$ cat src/bcp_pkg.sv
// shared types and constants for the commutation and protection logic
// assumes analog comparators outside, each delivering a clean logic flag
//
// Overview of operation
// - hall pattern selects top and bottom switches
// - rotation monitor high on two-of-three hall
// - hall high above rise, low below fall
// - pwm from speed command versus ramp
// - chop bottoms only, tops stay on
// - overcurrent forces all bottoms off
// - overcurrent shutoff clears each oscillator period
// - undervoltage holds all six switches off
// - undervoltage released only above recovery level
// - overtemperature holds all six switches off
// - overtemperature released only below recovery temperature
// - command below ramp low stops bottoms
// - command below all-off level, all off
// - between levels tops follow, bottoms off
// - suppress bottom pulses shorter than minimum
package bcp_pkg;

  // ==========================================================
  // timing
  localparam int unsigned CLOCK_MHZ          = 125;
  localparam int unsigned MIN_PULSE_NS       = 800;
  localparam int unsigned MIN_PULSE_CYCLES   =
    (MIN_PULSE_NS * CLOCK_MHZ + 999) / 1000;
  localparam int unsigned PULSE_CNT_W        = $clog2(MIN_PULSE_CYCLES + 1);

  // ==========================================================
  // reset values
  localparam logic        HALL_RESET_LEVEL   = 1'b0;
  localparam logic        FAULT_RESET_LEVEL  = 1'b0;
  localparam logic        GATE_OFF           = 1'b0;
  localparam logic        GATE_ON            = 1'b1;

  // ==========================================================
  // hall pattern codes, bit order u v w
  localparam logic [2:0]  HALL_UBOT_VTOP     = 3'h5;
  localparam logic [2:0]  HALL_UBOT_WTOP     = 3'h4;
  localparam logic [2:0]  HALL_VBOT_WTOP     = 3'h6;
  localparam logic [2:0]  HALL_UTOP_VBOT     = 3'h2;
  localparam logic [2:0]  HALL_UTOP_WBOT     = 3'h3;
  localparam logic [2:0]  HALL_VTOP_WBOT     = 3'h1;

  // ==========================================================
  // carriers
  typedef struct packed {
    logic u;
    logic v;
    logic w;
  } bcp_hall_t;

  typedef struct packed {
    logic top;
    logic bottom;
  } bcp_phase_t;

  typedef struct packed {
    bcp_phase_t u;
    bcp_phase_t v;
    bcp_phase_t w;
  } bcp_gate_t;

  typedef struct packed {
    logic above_ramp;
    logic above_ramp_low;
    logic above_all_off;
  } bcp_speed_t;

  typedef struct packed {
    logic undervoltage;
    logic overtemp;
    logic overcurrent;
  } bcp_fault_t;

  // ==========================================================
  // drive modes, one-hot
  typedef enum logic [3:0] {
    MODE_ALL_OFF  = 4'h1,
    MODE_TOP_ONLY = 4'h2,
    MODE_DRIVE    = 4'h4,
    MODE_FAULT    = 4'h8
  } bcp_mode_t;

endpackage

$ cat src/bcp_min_pulse.sv
// minimum pulse width filter for one gate line
// assumes input synchronous to clock; output is a flip-flop
module bcp_min_pulse
  import bcp_pkg::*;
(
  input  wire logic clock,
  input  wire logic arst_n,
  input  wire logic gate_req,
  output logic      gate_out
);

  logic [PULSE_CNT_W-1:0] cnt_q;
  logic [PULSE_CNT_W-1:0] cnt_d;
  logic                   out_q;
  logic                   out_d;
  wire logic              width_met;

  // ==========================================================
  // width measure
  // count high time
  assign width_met = (cnt_q == PULSE_CNT_W'(MIN_PULSE_CYCLES - 1));

  always_comb begin
    cnt_d = cnt_q;
    out_d = out_q;
    if (!gate_req) begin
      // turn-off is immediate, protection must never wait
      cnt_d = '0;
      out_d = GATE_OFF;
    end else if (width_met) begin
      out_d = GATE_ON;
    end else begin
      cnt_d = cnt_q + PULSE_CNT_W'(1);
    end
  end

  // ==========================================================
  // state
  always_ff @(posedge clock or negedge arst_n) begin
    if (!arst_n) begin
      cnt_q <= '0;
      out_q <= GATE_OFF;
    end else begin
      cnt_q <= cnt_d;
      out_q <= out_d;
    end
  end

  assign gate_out = out_q;

endmodule

$ cat src/bcp_top.sv
// commutation, pwm and protection logic of a three-phase motor driver
// assumes comparator flags already synchronous; analog parts are outside
module bcp_top (
  input  wire logic               clock,
  input  wire logic               arst_n,
  input  wire bcp_pkg::bcp_hall_t hall_rise_flags,
  input  wire bcp_pkg::bcp_hall_t hall_fall_flags,
  input  wire bcp_pkg::bcp_speed_t speed_command_input,
  input  wire logic               current_sense_input,
  input  wire logic               oscillator_clock_pin,
  input  wire logic               undervoltage_trip_level,
  input  wire logic               undervoltage_recover_level,
  input  wire logic               overtemp_trip_level,
  input  wire logic               overtemp_recover_level,
  output bcp_pkg::bcp_phase_t     phase_u_output,
  output bcp_pkg::bcp_phase_t     phase_v_output,
  output bcp_pkg::bcp_phase_t     phase_w_output,
  output logic                    rotation_monitor_out,
  output bcp_pkg::bcp_fault_t     fault_status,
  output bcp_pkg::bcp_mode_t      drive_mode
);
  import bcp_pkg::*;

  // ==========================================================
  // declarations
  bcp_hall_t  hall_q;
  bcp_hall_t  hall_d;
  logic       fg_q;
  wire logic  fg_d;
  logic       uv_q;
  logic       uv_d;
  logic       ot_q;
  logic       ot_d;
  logic       oc_q;
  logic       oc_d;
  logic       osc_prev_q;
  wire logic  osc_rise;
  bcp_mode_t  mode_q;
  bcp_mode_t  mode_d;
  bcp_gate_t  pattern;
  wire logic  top_u_g;
  wire logic  top_v_g;
  wire logic  top_w_g;
  wire logic  bot_u_g;
  wire logic  bot_v_g;
  wire logic  bot_w_g;
  wire logic  bot_enable;
  wire logic  zone_off;
  wire logic  zone_top;
  logic       top_u_q;
  logic       top_v_q;
  logic       top_w_q;
  wire logic  bot_u_f;
  wire logic  bot_v_f;
  wire logic  bot_w_f;
  wire logic  all_off_fault;
  wire logic  tops_allowed;
  wire logic  bottoms_allowed;
  wire logic  pwm_on;
  wire logic  [2:0] hall_code;

  // ==========================================================
  // hall level hysteresis
  // set above rise threshold
  always_comb begin
    hall_d = hall_q;
    if (hall_rise_flags.u) begin
      hall_d.u = 1'b1;
    end else if (hall_fall_flags.u) begin
      hall_d.u = 1'b0;
    end
    if (hall_rise_flags.v) begin
      hall_d.v = 1'b1;
    end else if (hall_fall_flags.v) begin
      hall_d.v = 1'b0;
    end
    if (hall_rise_flags.w) begin
      hall_d.w = 1'b1;
    end else if (hall_fall_flags.w) begin
      hall_d.w = 1'b0;
    end
  end

  always_ff @(posedge clock or negedge arst_n) begin
    if (!arst_n) begin
      // levels start at 000 so no switch moves before the sensors settle
      hall_q <= '{HALL_RESET_LEVEL, HALL_RESET_LEVEL, HALL_RESET_LEVEL};
    end else begin
      hall_q <= hall_d;
    end
  end

  assign hall_code = {hall_q.u, hall_q.v, hall_q.w};

  // ==========================================================
  // rotation monitor
  // majority of three levels
  assign fg_d = (hall_q.u & hall_q.v) | (hall_q.u & hall_q.w) |
                (hall_q.v & hall_q.w);

  always_ff @(posedge clock or negedge arst_n) begin
    if (!arst_n) begin
      fg_q <= 1'b0;
    end else begin
      fg_q <= fg_d;
    end
  end

  // ==========================================================
  // commutation table
  // pattern to switch pairs
  always_comb begin
    pattern = '0;
    case (hall_code)
      HALL_UBOT_VTOP: begin
        pattern.u.bottom = GATE_ON;
        pattern.v.top    = GATE_ON;
      end
      HALL_UBOT_WTOP: begin
        pattern.u.bottom = GATE_ON;
        pattern.w.top    = GATE_ON;
      end
      HALL_VBOT_WTOP: begin
        pattern.v.bottom = GATE_ON;
        pattern.w.top    = GATE_ON;
      end
      HALL_UTOP_VBOT: begin
        pattern.u.top    = GATE_ON;
        pattern.v.bottom = GATE_ON;
      end
      HALL_UTOP_WBOT: begin
        pattern.u.top    = GATE_ON;
        pattern.w.bottom = GATE_ON;
      end
      HALL_VTOP_WBOT: begin
        pattern.v.top    = GATE_ON;
        pattern.w.bottom = GATE_ON;
      end
      // invalid 000 and 111 leave everything off
      default: begin
        pattern = '0;
      end
    endcase
  end

  // ==========================================================
  // supply and temperature latches
  // trip holds all off
  always_comb begin
    uv_d = uv_q;
    if (undervoltage_trip_level) begin
      uv_d = 1'b1;
    end else if (undervoltage_recover_level) begin
      uv_d = 1'b0;
    end
  end

  always_comb begin
    ot_d = ot_q;
    if (overtemp_trip_level) begin
      ot_d = 1'b1;
    end else if (overtemp_recover_level) begin
      ot_d = 1'b0;
    end
  end

  always_ff @(posedge clock or negedge arst_n) begin
    if (!arst_n) begin
      uv_q <= FAULT_RESET_LEVEL;
      ot_q <= FAULT_RESET_LEVEL;
    end else begin
      uv_q <= uv_d;
      ot_q <= ot_d;
    end
  end

  // ==========================================================
  // overcurrent latch
  // the oscillator pin is sampled as a plain level, only its rise matters
  assign osc_rise = oscillator_clock_pin & ~osc_prev_q;

  always_ff @(posedge clock or negedge arst_n) begin
    if (!arst_n) begin
      osc_prev_q <= 1'b0;
    end else begin
      osc_prev_q <= oscillator_clock_pin;
    end
  end

  always_comb begin
    oc_d = oc_q;
    if (current_sense_input) begin
      // set wins over the periodic release
      oc_d = 1'b1;
    end else if (osc_rise) begin
      oc_d = 1'b0;
    end
  end

  always_ff @(posedge clock or negedge arst_n) begin
    if (!arst_n) begin
      oc_q <= FAULT_RESET_LEVEL;
    end else begin
      oc_q <= oc_d;
    end
  end

  // ==========================================================
  // speed zones and drive mode
  // undervoltage and overtemperature or-ed together
  assign all_off_fault = uv_d | ot_d;
  assign zone_off      = !speed_command_input.above_all_off;
  assign zone_top      = !speed_command_input.above_ramp_low;

  always_comb begin
    mode_d = MODE_ALL_OFF;
    if (all_off_fault) begin
      mode_d = MODE_FAULT;
    end else if (zone_off) begin
      mode_d = MODE_ALL_OFF;
    end else if (zone_top) begin
      mode_d = MODE_TOP_ONLY;
    end else begin
      mode_d = MODE_DRIVE;
    end
  end

  always_ff @(posedge clock or negedge arst_n) begin
    if (!arst_n) begin
      mode_q <= MODE_ALL_OFF;
    end else begin
      mode_q <= mode_d;
    end
  end

  // mode is decoded from live flags so a trip never waits a cycle
  assign tops_allowed    = (mode_d == MODE_TOP_ONLY) || (mode_d == MODE_DRIVE);
  assign bottoms_allowed = (mode_d == MODE_DRIVE);
  assign pwm_on          = speed_command_input.above_ramp;

  // ==========================================================
  // gating
  // chop bottoms only
  assign bot_enable = bottoms_allowed & pwm_on & ~oc_d;
  assign top_u_g    = pattern.u.top & tops_allowed;
  assign top_v_g    = pattern.v.top & tops_allowed;
  assign top_w_g    = pattern.w.top & tops_allowed;
  assign bot_u_g    = pattern.u.bottom & bot_enable;
  assign bot_v_g    = pattern.v.bottom & bot_enable;
  assign bot_w_g    = pattern.w.bottom & bot_enable;

  always_ff @(posedge clock or negedge arst_n) begin
    if (!arst_n) begin
      top_u_q <= GATE_OFF;
      top_v_q <= GATE_OFF;
      top_w_q <= GATE_OFF;
    end else begin
      top_u_q <= top_u_g;
      top_v_q <= top_v_g;
      top_w_q <= top_w_g;
    end
  end

  // ==========================================================
  // bottom pulse filters
  // drop short bottom pulses
  bcp_min_pulse u_filt_u (
    .clock    (clock),
    .arst_n   (arst_n),
    .gate_req (bot_u_g),
    .gate_out (bot_u_f)
  );

  bcp_min_pulse u_filt_v (
    .clock    (clock),
    .arst_n   (arst_n),
    .gate_req (bot_v_g),
    .gate_out (bot_v_f)
  );

  bcp_min_pulse u_filt_w (
    .clock    (clock),
    .arst_n   (arst_n),
    .gate_req (bot_w_g),
    .gate_out (bot_w_f)
  );

  // ==========================================================
  // outputs, all from flip-flops
  assign phase_u_output       = '{top_u_q, bot_u_f};
  assign phase_v_output       = '{top_v_q, bot_v_f};
  assign phase_w_output       = '{top_w_q, bot_w_f};
  assign rotation_monitor_out = fg_q;
  assign fault_status         = '{uv_q, ot_q, oc_q};
  assign drive_mode           = mode_q;

endmodule

$ cat config.mk
export PLATFORM = sky130hd
export DESIGN_NAME = bcp_top
export DESIGN_NICKNAME = d
export VERILOG_FILES = /design/src/bcp_pkg.sv /design/src/bcp_min_pulse.sv /design/src/bcp_top.sv
export SDC_FILE = /design/constraint.sdc
export NUM_CORES = 1
export LEC_CHECK = 0
export BUFFER_PORTS_ARGS = -buffer_cell sky130_fd_sc_hd__buf_2
export CAP_MARGIN = 10
export CORE_ASPECT_RATIO = 1.5
export CORE_MARGIN = 3
export CORE_UTILIZATION = 50
export DETAILED_ROUTE_END_ITERATION = 8
export PLACE_DENSITY = 0.75
export SLEW_MARGIN = 20
export SYNTH_ARGS = -nofsm -noshare
export SYNTH_HDL_FRONTEND = slang
export SYNTH_HIERARCHICAL = 1
export SYNTH_SLANG_ARGS = --single-unit
$ cat constraint.sdc
create_clock -name clock -period 1.1 [get_ports clock]
set_input_delay 0.22 -clock clock [delete_from_list [all_inputs] [get_ports clock]]
set_output_delay 0.22 -clock clock [all_outputs]
set_load 0.05 [all_outputs]
==> results by stage <==
Status:
- The flow ran to the end, but the final reports show violations.
- The checks that failed: setup timing.

Power:
- Dividing total power by cell area gives a power density of 1130 nW/um^2.
- Of the total power, registers draw 0.460.
- The leakage power is 0.00122 uW.
- The design internal power is 2510 uW.
- The share of total power dissipated in combinational logic is 0.100.
- The analysis attributes to net switching a power of 718 uW.
- The switching share of power is 0.223.
- The clock share of power is 0.440.
- The design draws 3220 uW.
- VDD sags by at most 1130 uV.

Die:
- In this run the horizontal extent of the chip is 56.6 microns.
- The die covers 4640 sq um.
- During I/O placement, the number of pins put on the boundary was 31.
- The overall die height is 81.9 microns.
- For this configuration, the core starts out at a cell density of 0.522.
- Row generation in the floorplan step produced 27 rows.
- The core box area is 3680 sq um.

Timing:
- Once routing completed, OpenROAD measured the worst setup slack at -0.262 ns.
- Of the available clock period, the critical path in the final layout requires 1.24.
- At the pin with the least slew margin, the transition time is 0.376 ns.
- In the final timing run, aggregate negative setup slack is -3.76 ns.
- Setup repair after global routing could not meet its margin everywhere.
- Based on the critical path, the design can be clocked at up to 0.734 GHz.
- For the finished layout, the period the worst path requires is 1.36 ns.
- The count of endpoints failing hold in the final timing report is 0.
- Measured against its own limit, the worst slew margin works out to 0.747.
- The number of max-slew violations in the final report is 0.
- The number of failing setup endpoints in the final timing report is 31.
- Between clock sinks in the finished design, the worst skew comes to 0.00572 ns.

Critical path:
- Data on the critical path is required at its endpoint by 1.31 ns.
- The critical path is of the reg2reg type.
- The reg-to-reg setup timing slack is -0.26 ns.
- Data arrives at the worst endpoint at 1.57 ns.
- The worst setup path is captured at a register.
- The worst setup path is launched from a register.
- The maximum fanout encountered on the critical timing path is 7.

Place:
- The post-placement setup slack is -0.351 ns.
- The half-perimeter wire length of the detailed placement result is 2.98 mm.
- At the end of routability-driven placement, the weighted congestion stood at 0.778.
- During placement, the flow inserted port buffers numbering 30.

Yosys:
- The number of cells produced by synthesis is 173.
- The number of synthesized flops with an enable pin is 0.
- Summing every instance area after synthesis gives 1920 sq um.
- The average cell area after synthesis is 11.1 sq um.
- The number of library cell types mapped by synthesis is 30.
- sky130_fd_sc_hd__dfrtp_1 takes more of the synthesized area than any other cell.
- Of the synthesized area, sequential elements account for 0.508.
- The share of synthesized registers carrying an async set or reset is 1.00.
- The most frequently used flop master after synthesis is sky130_fd_sc_hd__dfrtp_1.
- The share of synthesized area in the top cell type comes to 0.495.
- The number of warnings printed during yosys synthesis is 6.
- By area the synthesized netlist is led by sky130_fd_sc_hd__dfrtp_1 (49%), sky130_fd_sc_hd__buf_4 (4.7%), sky130_fd_sc_hd__nand2_1 (3.9%).
- The number of nets in the synthesized netlist is 193.
- The number of synthesized register bits is 39.

Global routing:
- The pin count of the biggest net entering global routing is 40.
- The first global-routing pass estimated 7.65 mm of wire.
- The leftover overflow at the end of global routing is 0.
- The initial antenna violation count was 0.
- The total track usage is 0.218.
- The number of global-route vias before repair is 1696.

Drt:
- The post-detailed-route DRC marker count is 0.
- The mean number of vias per cell is 5.80.
- For this block, the initial DRC count from the detailed router was 69.
- The number of nets with antenna violations after routing is 0.
- The routed length per instance is 19.7 microns.
- The first detailed-routing pass took 4 iterations.
- After detailed routing, the total wire length is 5.59 mm.
- The number of vias in the routed layout is 1647.

Clock network:
- Counting every sink on the clock net gives 39.
- The root buffer selected by CTS is sky130_fd_sc_hd__clkbuf_8.
- The clock tree buffer depth is 2.
- TritonCTS built the clock tree.
- The clock-pin slew of the registers on the worst-case setup and hold paths is 0.08 ns.
- The clock reaches the later pin of the worst-skew pair after 0.30 ns.
- In this run, CTS created clock tree buffers numbering 5.
- The H-tree generated during clock tree synthesis spans 2 levels.

Final layout:
- The combined area of the multi-input logic cells is 1120 sq um.
- Compared with the post-synthesis result, the final layout area differs by 48.8%.
- The final-stage net count is 260.
- The number of antenna repair diodes is 0.
- The post-layout utilization of the core is 0.777.
- Counting the fill cells in the layout gives 204.
- The share of layout cells above drive strength 1 is 0.544.
- The combined flip-flop and latch cell area is 981 sq um.

Flow run:
- The tool flagged a number of max-cap violations equal to 0.

Hold path:
- The class of the most critical hold timing path is in2reg.
-- routing by layer --
| metal | part of all wire | GRT usage | vias up | wire length (microns) |
|---|---|---|---|---|
| met1 | 0.36 | 0.228 | 815 | 2030 |
| met5 | 0 | 0 | - | 0 |
| met3 | 0.047 | 0.0519 | 25 | 263 |
| met4 | 0.045 | 0.102 | 0 | 250 |
| met2 | 0.54 | 0.406 | 70 | 3040 |
| li1 | - | - | 737 | - |
-- cells in the final DEF (no fill, tap or decap), types with 4 or more instances in the layout --
cell	instances
sky130_fd_sc_hd__dfrtp_1	35
sky130_fd_sc_hd__buf_4	35
sky130_fd_sc_hd__buf_2	16
sky130_fd_sc_hd__nand2_1	15
sky130_fd_sc_hd__buf_6	14
sky130_fd_sc_hd__nand2b_1	8
sky130_fd_sc_hd__and3_4	7
sky130_fd_sc_hd__nand3_2	7
sky130_fd_sc_hd__o21a_1	6
sky130_fd_sc_hd__mux2i_1	6
sky130_fd_sc_hd__a21boi_2	6
sky130_fd_sc_hd__nor2_1	5
sky130_fd_sc_hd__clkbuf_8	5
sky130_fd_sc_hd__nand2_2	5
sky130_fd_sc_hd__o21ai_0	5
sky130_fd_sc_hd__xnor2_1	5
sky130_fd_sc_hd__inv_1	4
sky130_fd_sc_hd__and2_1	4
-- power by group through the flow --
stage | clock network [uW] | logic (uW) | registers [uW]
final | 1420 | 322 | 1480
after global routing | 1490 | 340 | 1480
after CTS | 1420 | 286 | 1480
after detailed placement | 0 | 245 | 1500
after global placement | 0 | 235 | 1500
after floorplan | 0 | 88.7 | 1530
-- cells in the mapped netlist (5+ instances only) --
master                      n
sky130_fd_sc_hd__a21boi_1   6
sky130_fd_sc_hd__xnor2_1    6
sky130_fd_sc_hd__nand2b_1  11
sky130_fd_sc_hd__mux2i_1    6
sky130_fd_sc_hd__nand3_1    6
sky130_fd_sc_hd__nand2_1   20
sky130_fd_sc_hd__or3_1      6
sky130_fd_sc_hd__and2_1     6
sky130_fd_sc_hd__dfrtp_1   38
sky130_fd_sc_hd__o21a_1     6
sky130_fd_sc_hd__buf_4     12
sky130_fd_sc_hd__o21ai_0    7
sky130_fd_sc_hd__nor2_1     5
-- state kept, by name, indices dropped and copies added (netlist names) --
name and flops:
u_filt_w/gate_out 1, top_u_q 1, uv_q 1, u_filt_u/cnt_q 7, rotation_monitor_out 1, osc_prev_q 1
top_v_q 1, ot_q 1, u_filt_u/gate_out 1, u_filt_w/cnt_q 7, oc_q 1, top_w_q 1
hall_code 3, u_filt_v/gate_out 1, u_filt_v/cnt_q 7, drive_mode 4
-- layout make-up --
cell class	count	share of cell area
Clock buffer	6	0.0254
Timing Repair Buffer	69	0.196
Multi-Input combinational cell	121	0.391
Sequential cell	39	0.343
Clock inverter	2	0.0210
Inverter	4	0.00525
Tap cell	43	0.0188
-- kinds of logic (layout without fill, tap and decap cells) --
group | Yosys count | after routing | share of synthesized area
compound gates | 25 | 25 | 0.0866
flops | 39 | 39 | 0.508
mux | 6 | 6 | 0.0313
fa+ha+maj | 4 | 4 | 0.0247
simple gates | 77 | 80 | 0.267
buf+inv | 16 | 81 | 0.0547
xor+xnor | 6 | 6 | 0.0273
-- path summary, 6_finish.rpt --
path,start,to,cells after the start
max,uv_q,u_filt_u/cnt_q[0],5
min reg2reg,u_filt_v/gate_out,u_filt_v/gate_out,1
max reg2reg,uv_q,u_filt_u/cnt_q[0],5
min in group asynchronous,arst_n,u_filt_u/cnt_q[0],3
max in group asynchronous,arst_n,drive_mode[0],3
min,oscillator_clock_pin,osc_prev_q,1
-- timing repair --
item,4_1_cts,5_1_grt
hold buffers,1,0
gates cloned,2,1
setup endpoints to repair,39,39
resized for setup,53,40
endpoints found under the hold margin,38,0
buffers inserted,12,4
pin swaps,20,19
-- through the flow --
stage | hold slack [ns] | cell area [sq um] | cells
after floorplan | -0.0756 | 1930 | 173
after global placement | 0.199 | 2270 | 263
after detailed placement | 0.202 | 2270 | 263
after CTS | 0.0369 | 2700 | 283
after global routing | 0.0322 | 2860 | 284
final | 0.0468 | 2860 | 284
-- critical path: stages (launching register included) --
cell and delay (ns):
sky130_fd_sc_hd__dfrtp_1 0.40, sky130_fd_sc_hd__nand2b_1 0.12, sky130_fd_sc_hd__and3_4 0.25, sky130_fd_sc_hd__and3_4 0.23, sky130_fd_sc_hd__nand2_1 0.07, sky130_fd_sc_hd__mux2i_1 0.20
Power figures use the tool's default switching activity.
